<file path="config.mk">
export PLATFORM = sky130hd
export DESIGN_NAME = coulomb_counter_readout_control
export DESIGN_NICKNAME = d
export VERILOG_FILES = /design/src/logic/coulomb_pkg.sv /design/src/logic/conv_seq_if.sv /design/src/logic/conv_sequencer.sv /design/src/logic/coulomb_counter_readout_control.sv
export SDC_FILE = /design/constraint.sdc
export NUM_CORES = 1
export LEC_CHECK = 0
export BUFFER_PORTS_ARGS = -buffer_cell sky130_fd_sc_hd__buf_2
export CAP_MARGIN = 20
export CORE_MARGIN = 1
export CORE_UTILIZATION = 53
export DETAILED_ROUTE_END_ITERATION = 8
export PLACE_DENSITY = 0.77
export SYNTH_ARGS = -nofsm -noshare
export SYNTH_HDL_FRONTEND = slang
export SYNTH_SLANG_ARGS = --single-unit
</file>
<file path="constraint.sdc">
create_clock -name clk_sys -period 2.7 [get_ports clk_sys]
set_input_delay 0.405 -clock clk_sys [delete_from_list [all_inputs] [get_ports clk_sys]]
set_output_delay 0.405 -clock clk_sys [all_outputs]
set_load 0.005 [all_outputs]
</file>
<file path="src/logic/coulomb_pkg.sv">
// How it works
// RL1: sync mode keeps written prescaler reset
// RL2: sync mode cleared clears prescaler reset
// RL3: prescaler reset self-clears outside sync mode
// RL4: instant result every 3.9 ms
// RL5: instant bytes and flag update together
// RL6: low byte read freezes instant result
// RL7: software reads instant bytes within period
// RL8: accumulate period 125 to 1000 ms
// RL9: period field 00..11 maps 125ms..1s
// RL10: accumulate bytes and flag update together
// RL11: byte0 read freezes accumulate until byte3
// RL12: software reads accumulate within period
// RL13: instant 13 bits, accumulate 18 bits
// RL14: results sign-extended to 16/32 bits
// RL15: threshold hit raises regular-current flag
// RL16: detection runs except power-down/off
// RL17: sampling mode: one conversion then off
// RL18: interval field 00..11 maps 250ms..2s
// RL19: sampling enable write aborts conversion
// RL20: halt in power-down, resume on wake
// RL21: power-off keeps converter disabled
// RL22: enable starts, disable terminates conversion
// RL23: software drops first four results
// RL24: software enables bandgap separately
// RL25: software subtracts stored zero offset
package coulomb_pkg;
   // clock rate
   localparam int unsigned CLK_MHZ = 100;
   // instant conversion period in microseconds
   localparam int unsigned INST_PERIOD_US = 3900;
   localparam int unsigned INST_CYC = INST_PERIOD_US * CLK_MHZ;
   // shortest accumulate period in milliseconds
   localparam int unsigned ACC_BASE_MS = 125;
   localparam int unsigned ACC_BASE_CYC = ACC_BASE_MS * 1000 * CLK_MHZ;
   // shortest sampling off time in milliseconds
   localparam int unsigned OFF_BASE_MS = 250;
   localparam int unsigned OFF_BASE_CYC = OFF_BASE_MS * 1000 * CLK_MHZ;
   // word indices of registers, byte address is four times
   localparam logic [3:0] IDX_TIMER = 4'h0;
   localparam logic [3:0] IDX_CSRA = 4'h1;
   localparam logic [3:0] IDX_CSRB = 4'h2;
   localparam logic [3:0] IDX_INST_LO = 4'h3;
   localparam logic [3:0] IDX_INST_HI = 4'h4;
   localparam logic [3:0] IDX_ACC0 = 4'h5;
   localparam logic [3:0] IDX_ACC3 = 4'h8;
   localparam logic [3:0] IDX_CHG_LVL = 4'h9;
   localparam logic [3:0] IDX_DIS_LVL = 4'hA;
   // field positions
   localparam int POS_TSM = 7;
   localparam int POS_PSR = 0;
   localparam int POS_EN = 7;
   localparam int POS_BUSY = 5;
   localparam int POS_AS = 3;
   localparam int POS_SI = 1;
   localparam int POS_SE = 0;
   localparam int POS_ACIE = 6;
   localparam int POS_RCIE = 5;
   localparam int POS_ICIE = 4;
   localparam int POS_ACIF = 2;
   localparam int POS_RCIF = 1;
   localparam int POS_ICIF = 0;
   // result widths
   localparam int INST_BITS = 13;
   localparam int ACC_BITS = 18;
   // reset values
   localparam logic [15:0] LEVEL_RESET = 16'h0000;
   // power modes seen by the block
   typedef enum logic [1:0] {
      PM_ACTIVE, PM_SAVE, PM_DOWN, PM_OFF
   } powerMode_type;
   // sequencer states
   typedef enum logic [1:0] {
      SEQ_IDLE, SEQ_CONVERT, SEQ_OFF
   } seqState_type;
endpackage

</file>
<file path="src/logic/conv_seq_if.sv">
// control and completion events between register side and sequencer
interface conv_seq_if;
   logic run;
   logic restart;
   logic sampling;
   logic [1:0] accSel;
   logic [1:0] offSel;
   logic instDone;
   logic accDone;
   modport ctrl(output run, restart, sampling, accSel, offSel, input instDone, accDone);
   modport timer(input run, restart, sampling, accSel, offSel, output instDone, accDone);
endinterface

</file>
<file path="src/logic/conv_sequencer.sv">
module conv_sequencer #(
   parameter int unsigned INST_CYC = coulomb_pkg::INST_CYC,
   parameter int unsigned ACC_BASE_CYC = coulomb_pkg::ACC_BASE_CYC,
   parameter int unsigned OFF_BASE_CYC = coulomb_pkg::OFF_BASE_CYC
) (
   input wire logic clk_sys,
   input wire logic reset,
   conv_seq_if.timer seq
);
   import coulomb_pkg::*;
   seqState_type state_q; // conversion phase
   logic [31:0] cnt_q; // instant or off counter
   logic [31:0] accCnt_q; // accumulate counter
   logic [31:0] accLimit; // selected accumulate length
   logic [31:0] offLimit; // selected off length
   logic [31:0] instLimit; // instant length

   // lengths: instant fixed, accumulate and off from the select fields
   always_comb begin
      instLimit = 32'(INST_CYC);
      // RL9 period encoding
      accLimit = 32'(ACC_BASE_CYC) << seq.accSel;
      // RL18 interval encoding
      offLimit = 32'(OFF_BASE_CYC) << seq.offSel;
   end

   // conversion sequencing
   always_ff @(posedge clk_sys) begin
      seq.instDone <= 1'b0;
      seq.accDone <= 1'b0;
      if (reset || !seq.run) begin
         // RL22 disable terminates conversion
         state_q <= SEQ_IDLE;
         cnt_q <= 32'h0000_0000;
         accCnt_q <= 32'h0000_0000;
      end else if (seq.restart || state_q == SEQ_IDLE) begin
         // RL19 abort and start fresh
         state_q <= SEQ_CONVERT;
         cnt_q <= 32'h0000_0000;
         accCnt_q <= 32'h0000_0000;
      end else begin
         unique case (state_q)
            SEQ_CONVERT: begin
               // RL4 fixed instant period
               if (cnt_q == instLimit - 32'h0000_0001) begin
                  seq.instDone <= 1'b1;
                  cnt_q <= 32'h0000_0000;
                  // RL17 go dark after one conversion
                  if (seq.sampling) begin
                     state_q <= SEQ_OFF;
                  end
               end else begin
                  cnt_q <= cnt_q + 32'h0000_0001;
               end
               // RL8 accumulate only in continuous mode
               if (seq.sampling) begin
                  accCnt_q <= 32'h0000_0000;
               end else if (accCnt_q >= accLimit - 32'h0000_0001) begin
                  seq.accDone <= 1'b1;
                  accCnt_q <= 32'h0000_0000;
               end else begin
                  accCnt_q <= accCnt_q + 32'h0000_0001;
               end
            end
            SEQ_OFF: begin
               // off interval then next sample
               if (cnt_q >= offLimit - 32'h0000_0001) begin
                  state_q <= SEQ_CONVERT;
                  cnt_q <= 32'h0000_0000;
               end else begin
                  cnt_q <= cnt_q + 32'h0000_0001;
               end
            end
            default: begin
               state_q <= SEQ_IDLE;
            end
         endcase
      end
   end
endmodule // conv_sequencer

</file>
<file path="src/logic/coulomb_counter_readout_control.sv">
// Local design decisions: the Avalon-MM slave port and the placing of the registers.
module coulomb_counter_readout_control #(
   parameter int unsigned INST_CYC = coulomb_pkg::INST_CYC,
   parameter int unsigned ACC_BASE_CYC = coulomb_pkg::ACC_BASE_CYC,
   parameter int unsigned OFF_BASE_CYC = coulomb_pkg::OFF_BASE_CYC
) (
   input wire logic clk_sys,
   input wire logic reset,
   input wire logic [3:0] address,
   input wire logic read,
   input wire logic write,
   input wire logic [31:0] writedata,
   input wire logic [3:0] byteenable,
   output logic [31:0] readdata,
   output logic waitrequest,
   input wire logic [coulomb_pkg::INST_BITS-1:0] instCode,
   input wire logic [coulomb_pkg::ACC_BITS-1:0] accumCode,
   input wire coulomb_pkg::powerMode_type powerMode,
   output logic converterOn,
   output logic prescalerReset,
   output logic instIrq,
   output logic accumIrq,
   output logic regularIrq
);
   import coulomb_pkg::*;

   ////////////////////////////////////////////////////////////////////
   // declarations
   conv_seq_if seq();
   logic waitReq_q; // bus answer pending when high
   logic [7:0] rdData_q; // read answer byte
   logic rdCap; // read answer latched this edge
   logic instLoad; // instant result accepted this edge
   logic accLoad; // accumulate result accepted this edge
   logic wrAcc; // write taken this edge
   logic wrLane; // write with low lane enabled
   logic timerSyncMode_q; // hold prescaler reset
   logic sharedPrescalerReset_q; // prescaler reset bit
   logic converterEnable_q; // converter enable
   logic samplingEnable_q; // sampling mode
   logic [1:0] accumPeriodSelect_q; // accumulate period
   logic [1:0] samplingIntervalSelect_q; // off interval
   logic [2:0] intEnable_q; // acc, regular, instant enables
   logic [2:0] intFlag_q; // acc, regular, instant flags
   logic [15:0] instResult_q; // instant result
   logic [31:0] accResult_q; // accumulate result
   logic instLock_q; // instant bytes frozen
   logic accLock_q; // accumulate bytes frozen
   logic [15:0] chargeLevel_q; // positive threshold
   logic [15:0] dischargeLevel_q; // negative threshold
   logic [15:0] instExt; // extended instant code
   logic [31:0] accExt; // extended accumulate code
   logic [15:0] instMag; // magnitude of instant code
   logic regularHit; // threshold reached
   logic runNow; // converter allowed to run
   logic [2:0] flagSet; // hardware set events
   logic [2:0] flagClr; // software clear requests

   ////////////////////////////////////////////////////////////////////
   // bus slave: one wait cycle, then answer
   assign rdCap = read && waitReq_q;
   assign wrAcc = write && !waitReq_q;
   assign wrLane = wrAcc && byteenable[0];
   assign waitrequest = waitReq_q;
   assign readdata = {24'h00_0000, rdData_q};

   // wait request: low for exactly one edge per request
   always_ff @(posedge clk_sys) begin
      if (reset) begin
         waitReq_q <= 1'b1;
      end else begin
         waitReq_q <= !((read || write) && waitReq_q);
      end
   end

   // read answer built while the request waits
   always_ff @(posedge clk_sys) begin
      if (reset) begin
         rdData_q <= 8'h00;
      end else if (rdCap) begin
         unique case (address)
            IDX_TIMER: rdData_q <= 8'({timerSyncMode_q, 6'h00, sharedPrescalerReset_q});
            IDX_CSRA: rdData_q <= {converterEnable_q, 2'b00, accumPeriodSelect_q,
                                   samplingIntervalSelect_q, samplingEnable_q};
            IDX_CSRB: rdData_q <= {1'b0, intEnable_q, 1'b0, intFlag_q};
            IDX_INST_LO: rdData_q <= instResult_q[7:0];
            IDX_INST_HI: rdData_q <= instResult_q[15:8];
            4'h5: rdData_q <= accResult_q[7:0];
            4'h6: rdData_q <= accResult_q[15:8];
            4'h7: rdData_q <= accResult_q[23:16];
            IDX_ACC3: rdData_q <= accResult_q[31:24];
            IDX_CHG_LVL: rdData_q <= chargeLevel_q[7:0];
            IDX_DIS_LVL: rdData_q <= dischargeLevel_q[7:0];
            default: rdData_q <= 8'h00;
         endcase
      end
   end

   ////////////////////////////////////////////////////////////////////
   // timer prescaler control
   always_ff @(posedge clk_sys) begin
      if (reset) begin
         timerSyncMode_q <= 1'b0;
         sharedPrescalerReset_q <= 1'b0;
      end else if (wrLane && address == IDX_TIMER) begin
         timerSyncMode_q <= writedata[POS_TSM];
         // RL1 written value kept
         sharedPrescalerReset_q <= writedata[POS_PSR];
      end else if (!timerSyncMode_q) begin
         // RL2 RL3 hardware clears outside sync mode
         sharedPrescalerReset_q <= 1'b0;
      end
   end
   assign prescalerReset = sharedPrescalerReset_q;

   ////////////////////////////////////////////////////////////////////
   // converter control and thresholds
   always_ff @(posedge clk_sys) begin
      if (reset) begin
         converterEnable_q <= 1'b0;
         samplingEnable_q <= 1'b0;
         accumPeriodSelect_q <= 2'b00;
         samplingIntervalSelect_q <= 2'b00;
         intEnable_q <= 3'b000;
         chargeLevel_q <= LEVEL_RESET;
         dischargeLevel_q <= LEVEL_RESET;
      end else if (wrLane) begin
         if (address == IDX_CSRA) begin
            converterEnable_q <= writedata[POS_EN];
            accumPeriodSelect_q <= writedata[POS_AS +: 2];
            samplingIntervalSelect_q <= writedata[POS_SI +: 2];
            samplingEnable_q <= writedata[POS_SE];
         end
         if (address == IDX_CSRB) begin
            intEnable_q <= {writedata[POS_ACIE], writedata[POS_RCIE], writedata[POS_ICIE]};
         end
         if (address == IDX_CHG_LVL) begin
            chargeLevel_q <= {8'h00, writedata[7:0]};
         end
         if (address == IDX_DIS_LVL) begin
            dischargeLevel_q <= {8'h00, writedata[7:0]};
         end
      end
   end

   // run gating by power mode
   // RL16 RL20 RL21 halted in power-down and power-off
   assign runNow = converterEnable_q && powerMode != PM_DOWN && powerMode != PM_OFF;

   // run level and abort pulse toward the sequencer
   always_ff @(posedge clk_sys) begin
      if (reset) begin
         seq.run <= 1'b0;
         seq.restart <= 1'b0;
         converterOn <= 1'b0;
      end else begin
         // RL22 enable starts measurement, continuous or sampling as the sampling enable selects
         seq.run <= runNow;
         converterOn <= runNow;
         // RL19 writing one aborts ongoing conversion
         seq.restart <= wrLane && address == IDX_CSRA && writedata[POS_SE];
      end
   end
   assign seq.sampling = samplingEnable_q;
   assign seq.accSel = accumPeriodSelect_q;
   assign seq.offSel = samplingIntervalSelect_q;

   conv_sequencer #(
      .INST_CYC(INST_CYC),
      .ACC_BASE_CYC(ACC_BASE_CYC),
      .OFF_BASE_CYC(OFF_BASE_CYC)
   ) u_seq (
      .clk_sys(clk_sys),
      .reset(reset),
      .seq(seq)
   );

   ////////////////////////////////////////////////////////////////////
   // result capture with read locks
   // RL13 RL14 sign extension of codes
   assign instExt = {{(16-INST_BITS){instCode[INST_BITS-1]}}, instCode};
   assign accExt = {{(32-ACC_BITS){accumCode[ACC_BITS-1]}}, accumCode};

   // lock starts at the edge that latches the low byte, so no load slips in
   assign instLoad = seq.instDone && !instLock_q && !(rdCap && address == IDX_INST_LO);
   assign accLoad = seq.accDone && !accLock_q && !(rdCap && address == IDX_ACC0);

   // instant result and its lock
   always_ff @(posedge clk_sys) begin
      if (reset) begin
         instResult_q <= 16'h0000;
         instLock_q <= 1'b0;
      end else begin
         // RL5 load on completion unless frozen
         if (instLoad) begin
            instResult_q <= instExt;
         end
         // RL6 freeze from low byte until high byte
         if (rdCap && address == IDX_INST_LO) begin
            instLock_q <= 1'b1;
         end else if (rdCap && address == IDX_INST_HI) begin
            instLock_q <= 1'b0;
         end
      end
   end

   // accumulate result and its lock
   always_ff @(posedge clk_sys) begin
      if (reset) begin
         accResult_q <= 32'h0000_0000;
         accLock_q <= 1'b0;
      end else begin
         // RL10 all four bytes at once
         if (accLoad) begin
            accResult_q <= accExt;
         end
         // RL11 freeze from byte0 until byte3
         if (rdCap && address == IDX_ACC0) begin
            accLock_q <= 1'b1;
         end else if (rdCap && address == IDX_ACC3) begin
            accLock_q <= 1'b0;
         end
      end
   end

   ////////////////////////////////////////////////////////////////////
   // flags: set wins over write-one clear
   assign instMag = instExt[15] ? 16'(-instExt) : instExt;
   // RL15 compare against charge or discharge level
   assign regularHit = instExt[15] ? (instMag >= dischargeLevel_q) : (instMag >= chargeLevel_q);
   assign flagSet = {accLoad, seq.instDone && regularHit, instLoad};
   assign flagClr = (wrLane && address == IDX_CSRB) ?
                    {writedata[POS_ACIF], writedata[POS_RCIF], writedata[POS_ICIF]} : 3'b000;

   // sticky flags
   always_ff @(posedge clk_sys) begin
      if (reset) begin
         intFlag_q <= 3'b000;
      end else begin
         intFlag_q <= flagSet | (intFlag_q & ~flagClr);
      end
   end

   // request lines, flag gated by enable
   always_ff @(posedge clk_sys) begin
      if (reset) begin
         instIrq <= 1'b0;
         regularIrq <= 1'b0;
         accumIrq <= 1'b0;
      end else begin
         instIrq <= intEnable_q[0] && (flagSet[0] || (intFlag_q[0] && !flagClr[0]));
         regularIrq <= intEnable_q[1] && (flagSet[1] || (intFlag_q[1] && !flagClr[1]));
         accumIrq <= intEnable_q[2] && (flagSet[2] || (intFlag_q[2] && !flagClr[2]));
      end
   end
endmodule // coulomb_counter_readout_control

</file>
Yosys cells after proc, flatten, opt, wreduce, memory -nomap -nowiden
Cells that the tools add are included.

word-level totals
  bits in writable memories = 0
  register bits after elaboration = 145
  bits in latches = 0
  logic and storage cells = 141
  bits in read-only memories = 0
  output and inout port bits = 38
  memories kept = 0

cells by class
  bitwise gates (word level) = 4
  order comparisons = 4
  mux-type cells = 22
  multipliers = 0
  div/mod/pow operators = 0
  add/subtract/negate cells = 5
  reduce and logical (&&, ||, !) cells = 55
  shift operators = 2
  eq/ne operators = 22

operators with widths
  operator                                                                  number
  32-bit 2-to-1 mux                                                         4
  8-bit one-hot mux with 11 select lines                                    1
  32-bit by 1-bit adder with 32-bit output (second input constant)          2
  32-bit >= comparator                                                      2
  32-bit one-hot mux with 2 select lines                                    1
  32-bit by 1-bit subtractor with 32-bit output (second input constant)     2
  32-bit by 19-bit == test with 1-bit output (second input constant)        1
  16-bit by 8-bit >= comparator with 1-bit output                           2
  24-bit by 2-bit << shifter with 32-bit output (first input constant)      1
  25-bit by 2-bit << shifter with 32-bit output (first input constant)      1
  1-bit logical AND                                                         25
  4-bit by 3-bit == test with 1-bit output (second input constant)          4
  16-bit 2-to-1 mux                                                         1
  16-bit negator                                                            1
  4-bit == test (second input constant)                                     3
  1-bit zero test                                                           10
  1-bit 2-to-1 mux                                                          10
  4-bit by 2-bit == test with 1-bit output (second input constant)          2
  2-bit AND reduction                                                       4
  1-bit logical OR                                                          6
  2-bit 2-to-1 mux                                                          3
  2-bit by 1-bit inequality test with 1-bit output (second input constant)  3
  2-bit inequality test (second input constant)                             3
  3-bit by 1-bit inequality test with 1-bit output (second input constant)  2
  17 further kinds                                                          20

Longest topological paths before layout
Gate-level depths: netlist of run 1.

  depth in word-level cells = 9
  gate-level depth with buffers = 13
  depth with buffers taken out = 12

By module
From an unflattened synthesis of run 1, not the netlist that was laid out.

second synthesis, totals
  cell total of the unflattened synthesis = 1075
  area, all modules = 8831.0 um^2

by module, submodules not included
  module                           instances  cells each  area each (um^2)
  conv_sequencer                   1          569         4593.2
  coulomb_counter_readout_control  1          506         4237.8

Worst setup path before layout of run 1
OpenSTA, ideal clock, no wires.

  path type = register -> register
  start = reg accumPeriodSelect_q[1]
  end = reg u_seq.accCnt_q[15]
  stages on the path, launching flop included = 13
  data arrival time = 2.768 ns
  path buffers = 1
  required time = 2.628 ns
  setup slack = -0.140 ns
  period minus slack after synthesis = 2.840 ns
  setup time = 0.072 ns
  cells stage by stage = dfxtp_1 > clkbuf_1 > inv_1 > nor2_1 > inv_1 > ha_1 > or4_1 > a221o_1 > nor3_2 > o21ai_2 > a21o_1 > or4_1 > mux2i_1

on the way
  longest elaborated chain between the ends = 5

RTL lines
  item                                           RTL line                                text
  from (decl)                                    coulomb_counter_readout_control.sv:41   logic [1:0] accumPeriodSelect_q;
  from (signal assigned)                         coulomb_counter_readout_control.sv:130  accumPeriodSelect_q <= writedata[POS_AS +: 2];
  24-bit by 2-bit << shifter with 32-bit output  conv_sequencer.sv:22                    accLimit = 32'(ACC_BASE_CYC) << seq.accSel;
  32-bit by 1-bit subtractor with 32-bit output  conv_sequencer.sv:58                    end else if (accCnt_q >= accLimit - 32'h0000_0001) begin
  32-bit >= comparator                           conv_sequencer.sv:58
  32-bit 2-to-1 mux                              conv_sequencer.sv:58
  32-bit 2-to-1 mux                              conv_sequencer.sv:56                    if (seq.sampling) begin
  to (signal assigned)                           conv_sequencer.sv:62                    accCnt_q <= accCnt_q + 32'h0000_0001;
  to (decl)                                      conv_sequencer.sv:13                    logic [31:0] accCnt_q;

No other way between the ends.
A chain may end at the register's enable or synchronous reset.

Worst setup path after layout of run 1
  start = reg accumPeriodSelect_q[1]
  end = reg u_seq.accCnt_q[29]

Same word-level chain as after synthesis.

==> impl_metrics.py, run 1 <==
metrics = {
    "power": {
        "worst_ir_drop_vdd_v": 0.000456,
        "leakagePower_nw": 3.75,
        "power.density_nw_per_um2": 476,
    },
    "setup_path": {
        "crit_fanout": 8,
        "worst_path_max_delay_cell": "or4_1",
        "crit_type": "reg2reg",
        "cp-start-kind": "flip-flop",
        "ff2ff_path_depth": 13,
        "cp_slowest_stage_delay_ns": 0.39,
        "required_ns": 3.04,
        "cp_cell_sequence": "inv_2 -> nor2_4 -> inv_2 -> ha_4 -> or4_1 -> a221o_1 -> nor3_2 -> o21ai_2 -> buf_6 -> a21oi_4 -> buf_4 -> nand2_1 -> a311oi_1",
        "cp-end-kind": "flip-flop",
        "cpMostUsedCell": "inv_2",
        "cp_data_arrival_time_ns": 2.96,
    },
    "sta": {
        "rsz0062_at_grt": "true",
        "whs_ns": 0.165,
        "min_period_ns": 2.62,
        "finalSetupViolCount": 0,
        "hold_viol": 0,
        "setup_ws_ns": 0.0786,
        "fin_worst_skew_ns": 0.0110,
        "fmax_ghz": 0.381,
        "drv_slew": 0,
        "fin_crit_sh_pct": 97.1,
        "fin_tns_setup_ns": 0,
        "relSlewSlack_pct": 51.3,
        "worstMarginPinSlew_ns": 0.731,
    },
    "clocking": {
        "h-tree-depth": 4,
        "cts_buffer_depth": 2,
        "cts-hold-fix-buffers": 0,
        "numCtsBuffers": 17,
        "clk_latency_ns": 0.44,
        "cts_tree": "done",
        "cts.sinks": 145,
        "clk_pin_slew_ns": 0.07,
        "clock-root-buffer": "clkbuf_16",
    },
    "routing": {
        "wl_per_cell_um": 16.4,
        "routed_wl_mm": 22.7,
        "viasPerCell": 5.85,
        "first_pass_iters": 6,
        "vias": 8118,
        "drtIter0Drc": 722,
        "drc": 0,
        "ant_nets": 0,
    },
    "floorplan": {
        "rows": 46,
        "start_util_pct": 54.1,
        "fp.coreArea_um2": 15800,
        "dieHeight_um": 129,
        "fp.dieW_um": 129,
        "ios": 115,
        "fp.dieArea_um2": 16700,
    },
    "layout": {
        "layout_common_cells": "dfxtp_1, nand2_1, nor2_1",
        "layout_commonest_cell": "dfxtp_1",
        "area_delta_synth_final_pct": 17.5,
        "final_area_um2": 10100,
        "nNetsFinal": 1301,
        "fill_cells": 1349,
        "drive_gt1_share_pct": 15.6,
        "n_antenna_cell": 0,
        "multi_input_area_um2": 5350,
        "regArea_um2": 2910,
    },
    "job": {
        "cap_violations": 0,
    },
    "yosys": {
        "netlist_area_um2": 8560,
        "synth_edf_count": 0,
        "dominantRegCellSynth": "dfxtp_1",
        "yosysUniqueCellTypes": 67,
        "syn_inst": 1064,
        "ys_seq_area_share_pct": 33.9,
        "synth.avg_cell_area_um2": 8.04,
        "yosys_warnings": 0,
        "ys_async_sr_fraction_pct": 0,
        "ys_ff_latch": 145,
    },
    "run_status": {
        "outcome": "completed",
    },
    "global_route": {
        "grt.total_usage_pct": 28.1,
        "grt_pass1_vias": 7390,
        "grt_first_pass_wirelength_mm": 36.7,
        "antenna_found_initial": 0,
        "grt_max_degree": 73,
        "grt_overflow_total": 0,
    },
    "min_path": {
        "hold_path.class": "in2reg",
        "hold_depth": 2,
    },
    "place": {
        "dpl_worst_slack_ns": -0.101,
        "placed_area_um2": 9310,
        "place_hpwl_mm": 16.5,
        "io_buffers": 62,
        "place.gp.congestion": 0.922,
    },
}
-- critical path, delay by kind of cell (launching register included) --
family | cells | cell delay, ns
AO/OA/AOI/OAI | 4 | 0.83
flip-flops | 1 | 0.34
buffers and inverters | 4 | 0.45
AND/OR/NAND/NOR | 4 | 0.77
adder cells (fa/ha/maj) | 1 | 0.14
-- cell usage after synthesis (20+ instances only) --
| cell type | count | area (um^2) |
|---|---|---|
| clkbuf_1 | 41 | 154 |
| xnor2_1 | 20 | 175 |
| buf_4 | 24 | 180 |
| ha_1 | 66 | 826 |
| a21oi_1 | 66 | 330 |
| nor2_1 | 112 | 420 |
| nand2_1 | 132 | 495 |
| dfxtp_1 | 145 | 2900 |
| mux2i_1 | 39 | 390 |
| inv_1 | 45 | 169 |
| nand3_1 | 55 | 275 |
| o21ai_0 | 25 | 125 |
| nand4_1 | 23 | 144 |
-- cell families after synthesis --
| logic type | share of synthesized area, % |
|---|---|
| other | 0.0878 |
| XOR/XNOR | 3.68 |
| multiplexers | 4.96 |
| flip-flops | 33.9 |
| AO/OA/AOI/OAI | 16.4 |
| adder cells (fa/ha/maj) | 9.65 |
| buffers and inverters | 6.42 |
| AND/OR/NAND/NOR | 24.9 |
-- final timing paths --
| check | from | to | slack [ns] |
|---|---|---|---|
| worst max register to register | accumPeriodSelect_q[1] | u_seq.accCnt_q[29] | 0.08 |
| worst min-delay path | powerMode[1] | seq.run | 0.17 |
| worst max-delay path | accumPeriodSelect_q[1] | u_seq.accCnt_q[29] | 0.08 |
| worst min register to register | accResult_q[11] | accResult_q[11] | 0.45 |
-- per-layer routing --
layer	up-vias	share of wire, %	track usage, %
li1	3953	-	-
met1	3818	46	38.2
met2	322	46	44.9
met3	25	7.0	6.28
met4	0	1.2	7.82
met5	-	0	0
-- power breakdown --
group	switching (mW)	total (mW)	internal [mW]	leakage, nW
clock	1.06	2.38	1.32	0.289
sequential	0.00299	2.14	2.14	1.17
combinational	0.164	0.265	0.101	2.29
-- through the flow --
stage	total power [mW]	instances	util, %
after floorplan	2.36	1096	-
after global placement	2.44	1352	58.8
after detailed placement	2.45	1352	58.8
after CTS	4.80	1384	62.6
after global routing	4.95	1387	63.5
final	4.79	1387	63.5
-- final cells by class --
type	instances	area share, %
multi-input combinational	831	53.2
sequential	145	28.9
timing repair buffer	118	7.67
clock buffer	17	4.23
tap	216	2.69
inverter	45	1.68
clock inverter	15	1.59
-- what timing repair did --
item,4_1_cts,5_1_grt
resized for setup,5,25
endpoints found under the setup margin,8,62
gates cloned,0,0
buffers inserted,0,3
pin swaps,1,18
-- flip-flops by register name (all words and copies together), names as in the netlist, 2 cells and up --
signal                    cells
u_seq.state_q                 2
instResult_q                 13
accumPeriodSelect_q           2
samplingIntervalSelect_q      2
u_seq.accCnt_q               32
dischargeLevel_q              8
intFlag_q                     3
intEnable_q                   3
chargeLevel_q                 8
accResult_q                  18
u_seq.cnt_q                  32
rdData_q                      8
Note: power is estimated with default switching activity, not from simulation.
==> inputs of run 2 (changes only) <==
==> constraint.sdc (replaced) <==
create_clock -name clk_sys -period 2.7 [get_ports clk_sys]
set_input_delay 0.27 -clock clk_sys [delete_from_list [all_inputs] [get_ports clk_sys]]
set_output_delay 0.27 -clock clk_sys [all_outputs]
set_load 0.005 [all_outputs]
==> impl_metrics.py, run 2 (synthesis results as in run 1) <==
metrics = {
    "setup_path": {
        "cp-end-kind": "flip-flop",
        "crit_fanout": 7,
        "r2r_start": "accumPeriodSelect_q[1]",
        "worstReg2RegEnd": "u_seq.accCnt_q[26]",
        "reg2reg_setup_slack_ns": -0.04,
        "cp-start-kind": "flip-flop",
        "required_ns": 3.06,
        "crit_type": "reg2reg",
        "ff2ff_path_depth": 9,
        "cp_data_arrival_time_ns": 3.09,
    },
    "floorplan": {
        "fp.coreArea_um2": 15800,
        "ios": 115,
        "rows": 46,
        "fp.dieArea_um2": 16700,
        "dieHeight_um": 129,
        "fp.dieW_um": 129,
        "start_util_pct": 54.1,
    },
    "min_path": {
        "min_to": "seq.run",
        "min_from": "powerMode[1]",
        "hold_depth": 2,
        "hold_path.class": "in2reg",
    },
    "place": {
        "place_inst": 1347,
        "io_buffers": 62,
        "place_hpwl_mm": 16.3,
        "place.gp.congestion": 0.913,
    },
    "job": {
        "cap_violations": 0,
    },
    "sta": {
        "rsz0062_at_grt": "true",
        "worstMarginPinSlew_ns": 0.720,
        "finalSetupViolCount": 1,
        "hold_viol": 0,
        "drv_slew": 0,
        "setup_ws_ns": -0.0373,
        "relSlewSlack_pct": 52.0,
        "fin_worst_skew_ns": 0.00640,
        "fmax_ghz": 0.365,
        "min_period_ns": 2.74,
        "fin_crit_sh_pct": 101,
    },
    "global_route": {
        "grt.total_usage_pct": 27.8,
        "grt_max_degree": 73,
        "grt_overflow_total": 0,
        "grt_pass1_vias": 7347,
        "grt_first_pass_wirelength_mm": 36.3,
        "antenna_found_initial": 0,
    },
    "routing": {
        "ant_nets": 0,
        "routed_wl_mm": 23.1,
        "vias": 8273,
        "viasPerCell": 5.94,
        "drc": 0,
        "first_pass_iters": 5,
        "drtIter0Drc": 820,
        "wl_per_cell_um": 16.6,
    },
    "clocking": {
        "cts_buffer_depth": 2,
        "clk_pin_slew_ns": 0.07,
        "clock-root-buffer": "clkbuf_16",
        "cts.sinks": 145,
        "clk_latency_ns": 0.44,
        "numCtsBuffers": 17,
        "h-tree-depth": 4,
        "cts_tree": "done",
    },
    "layout": {
        "n_antenna_cell": 0,
        "nNetsFinal": 1306,
        "final_cell_count_no_fill": 1392,
        "layout_commonest_cell": "dfxtp_1",
        "fill_cells": 1361,
        "reg_top3": "u_seq.accCnt_q x32, u_seq.cnt_q x32, accResult_q x18",
        "area_delta_synth_final_pct": 18.0,
        "final_core_util_pct": 63.8,
        "layout_common_cells": "dfxtp_1, nand2_1, nor2_1",
        "drive_gt1_share_pct": 16.2,
    },
    "power": {
        "p_total_mw": 4.66,
        "worst_ir_drop_vdd_v": 0.000501,
        "power.density_nw_per_um2": 462,
        "leakagePower_nw": 3.79,
    },
    "run_status": {
        "outcome": "complete, but fails checks",
        "violations": "negative setup slack",
    },
}
run 2: changes by cell type in the layout (fill, tap and decap cells not counted), sizes merged:
cell / previous run / this run
buf: 118 / 121
a21o: 8 / 9
clkbuf: 17 / 19
clkinv: 2 / 6
bufinv: 1 / 0
inv: 56 / 51
clkinvlp: 1 / 2
run 2: per-layer routing:
| metal | global-route usage [%] | wire length, um |
|---|---|---|
| met4 | 8.10 | 543 |
| met3 | 6.81 | 1740 |
| met1 | 37.5 | 10500 |
| met2 | 44.1 | 10400 |
| met5 | 0 | 0 |
run 2: worst max-delay path: stages, from the launching register on:
cell,delay [ns]
dfxtp_2,0.33
buf_6,0.13
ha_2,0.18
or4_1,0.46
a221o_1,0.28
nor3_2,0.17
o21ai_2,0.13
a21o_4,0.28
a2111oi_0,0.50
o21bai_1,0.19
run 2: final cells by class:
class	instances	area, um^2	area share (%)
Multi-Input combinational cell	832	5340	52.9
Timing Repair Buffer	122	847	8.39
Inverter	45	169	1.67
Tap cell	216	270	2.68
Sequential cell	145	2910	28.8
Clock buffer	18	439	4.35
Clock inverter	14	126	1.25
run 2: stage by stage:
stage | worst slack (ns) | setup TNS, ns | instance area, um^2 | hold WS [ns]
global placement | 0.0146 | 0 | 9270 | 0.441
detailed placement | -0.0836 | -0.408 | 9270 | 0.447
finish | -0.0373 | -0.0373 | 10100 | 0.0222
floorplan | 0.00400 | 0 | 8690 | 0.346
CTS | 0.00286 | 0 | 9870 | 0.0368
global route | -0.201 | -0.362 | 10100 | 0.0256
run 2: where the power goes:
group	switching, mW	leakage, nW	internal (mW)	total, mW
Clock	1.03	0.275	1.23	2.26
Combinational	0.163	2.34	0.0944	0.257
Sequential	0.00306	1.17	2.14	2.14
run 2: repair_timing:
item,in CTS,in global routing
pin swaps,7,21
gates cloned,0,2
buffers inserted,1,10
gates resized for setup,8,23
hold buffers,0,0
setup endpoints to repair,10,62
run 2: worst max path at each step:
stage | startpoint | to | slack [ns]
2_1_floorplan | accumPeriodSelect_q[0] | u_seq.accCnt_q[15] | 0.004
3_3_place_gp | accumPeriodSelect_q[0] | u_seq.accCnt_q[15] | 0.01
3_5_place_dp | accumPeriodSelect_q[0] | u_seq.accCnt_q[14] | -0.08
4_1_cts | accumPeriodSelect_q[0] | u_seq.accCnt_q[15] | 0.003
5_1_grt | accumPeriodSelect_q[1] | u_seq.accCnt_q[26] | -0.20
6_report | accumPeriodSelect_q[1] | u_seq.accCnt_q[26] | -0.04
==> inputs of run 3 (changes only) <==
CORE_UTILIZATION = 44   (was 53)
PLACE_DENSITY = default   (was 0.77)
PLACE_DENSITY_LB_ADDON = 0.05   (was default)
==> impl_metrics.py, run 3 (synthesis results as in run 1) <==
metrics = {
    "floorplan": {
        "start_util_pct": 45.3,
        "ios": 115,
        "dieHeight_um": 141,
        "rows": 50,
        "fp.coreArea_um2": 18900,
        "fp.dieArea_um2": 20000,
        "fp.dieW_um": 141,
    },
    "setup_path": {
        "cp_num_buf_inv": 1,
        "r2r_start": "accumPeriodSelect_q[1]",
        "crit_family": "simple AND/OR/NAND/NOR gates",
        "cp-end-kind": "flip-flop",
        "cp_data_arrival_time_ns": 3.02,
        "cp_slowest_stage_delay_ns": 0.52,
        "crit_type": "reg2reg",
        "cp-start-kind": "flip-flop",
        "reg2reg_setup_slack_ns": 0.05,
        "ff2ff_path_depth": 9,
        "worst_path_max_delay_cell": "or4_1",
        "worstReg2RegEnd": "u_seq.accCnt_q[19]",
        "cp_cell_sequence": "buf_6 -> ha_4 -> or4_1 -> a221o_1 -> nor3_2 -> o21ai_4 -> a21o_4 -> or4_1 -> nand3_1",
        "cpMostUsedCell": "or4_1",
        "crit_fanout": 8,
        "required_ns": 3.08,
    },
    "place": {
        "placed_area_um2": 9340,
        "place_inst": 1393,
        "place.gp.congestion": 0.878,
        "dpl_worst_slack_ns": -0.0820,
        "place_hpwl_mm": 17.4,
        "io_buffers": 62,
    },
    "clocking": {
        "clk_latency_ns": 0.43,
        "numCtsBuffers": 17,
        "clk_pin_slew_ns": 0.07,
        "cts_tree": "done",
        "cts.sinks": 145,
        "cts-hold-fix-buffers": 0,
        "h-tree-depth": 4,
        "clock-root-buffer": "clkbuf_16",
        "cts_buffer_depth": 2,
    },
    "global_route": {
        "grt.total_usage_pct": 24.4,
        "grt_overflow_total": 0,
        "grt_max_degree": 73,
        "grt_pass1_vias": 7102,
        "grt_first_pass_wirelength_mm": 37.8,
        "antenna_found_initial": 0,
    },
    "routing": {
        "drc": 0,
        "wl_per_cell_um": 16.7,
        "first_pass_iters": 5,
        "routed_wl_mm": 23.8,
        "drtIter0Drc": 554,
        "vias": 7872,
        "ant_nets": 0,
        "viasPerCell": 5.52,
    },
    "job": {
        "cap_violations": 0,
    },
    "sta": {
        "fin_crit_sh_pct": 98.0,
        "fin_worst_skew_ns": 0.0119,
        "worstMarginPinSlew_ns": 0.791,
        "relSlewSlack_pct": 47.3,
        "drv_slew": 0,
        "setup_ws_ns": 0.0534,
        "min_period_ns": 2.65,
        "fin_tns_setup_ns": 0,
        "hold_viol": 0,
        "rsz0062_at_grt": "true",
        "fmax_ghz": 0.378,
        "finalSetupViolCount": 0,
    },
    "min_path": {
        "min_from": "powerMode[1]",
        "min_to": "seq.run",
        "hold_path.class": "in2reg",
        "hold_depth": 2,
    },
    "layout": {
        "n_antenna_cell": 0,
        "drive_gt1_share_pct": 14.9,
        "final_core_util_pct": 53.1,
        "layout_commonest_cell": "dfxtp_1",
        "nNetsFinal": 1296,
        "final_cell_count_no_fill": 1426,
        "fill_cells": 1872,
        "area_delta_synth_final_pct": 17.3,
        "final_area_um2": 10000,
        "reg_top3": "u_seq.accCnt_q x32, u_seq.cnt_q x32, accResult_q x18",
        "layout_common_cells": "dfxtp_1, nand2_1, nor2_1",
    },
    "power": {
        "leakagePower_nw": 3.71,
        "power.density_nw_per_um2": 481,
        "worst_ir_drop_vdd_v": 0.000444,
    },
    "run_status": {
        "outcome": "completed",
    },
}
[run 3: changes by cell type in the layout (fill, tap and decap cells not counted), sizes merged]
cell / before / now
a21o: 9 / 8
clkinv: 6 / 4
clkbuf: 19 / 17
inv: 51 / 52
buf: 121 / 113
bufinv: 0 / 2
[run 3: how the worst max path moves through the flow]
stage                                 from                 end  cells past startpoint
floorplan           accumPeriodSelect_q[0]  u_seq.accCnt_q[15]                     11
global placement    accumPeriodSelect_q[0]  u_seq.accCnt_q[15]                     11
detailed placement  accumPeriodSelect_q[0]  u_seq.accCnt_q[31]                     11
CTS                 accumPeriodSelect_q[1]  u_seq.accCnt_q[15]                      9
global route        accumPeriodSelect_q[0]  u_seq.accCnt_q[15]                     11
finish              accumPeriodSelect_q[1]  u_seq.accCnt_q[19]                      9
[run 3: final cells by class]
cell class | count | area (um^2) | area share, %
tap | 260 | 325 | 3.24
multi-input combinational | 831 | 5310 | 52.9
clock buffer | 17 | 425 | 4.24
sequential | 145 | 2910 | 29.0
clock inverter | 15 | 170 | 1.70
timing repair buffer | 113 | 726 | 7.23
inverter | 45 | 169 | 1.68
[run 3: through the flow]
step	total power, mW	hold WS (ns)
floorplan	2.36	0.346
global placement	2.44	0.443
detailed placement	2.44	0.448
CTS	4.87	0.0301
global route	5.00	0.0285
finish	4.83	0.0518
[run 3: what timing repair did]
action,4_1_cts,5_1_grt
hold endpoints to repair,0,0
endpoints found under the setup margin,12,56
gates resized for setup,4,18
buffers inserted,0,1
pin swaps,5,10
[run 3: routing by layer]
layer | routed length, um | global-route usage (%) | vias up | part of all wire, %
met5 | 0 | 0 | - | 0
met4 | 314 | 5.60 | 0 | 1.3
met3 | 1140 | 4.39 | 24 | 4.8
met2 | 10600 | 37.6 | 206 | 45
met1 | 11700 | 35.1 | 3690 | 49
li1 | - | - | 3952 | -
[run 3: power by group]
group | internal, mW | total [mW] | switching [mW]
clock | 1.39 | 2.43 | 1.04
sequential | 2.14 | 2.14 | 0.00293
combinational | 0.0946 | 0.256 | 0.162
total | 3.62 | 4.83 | 1.20
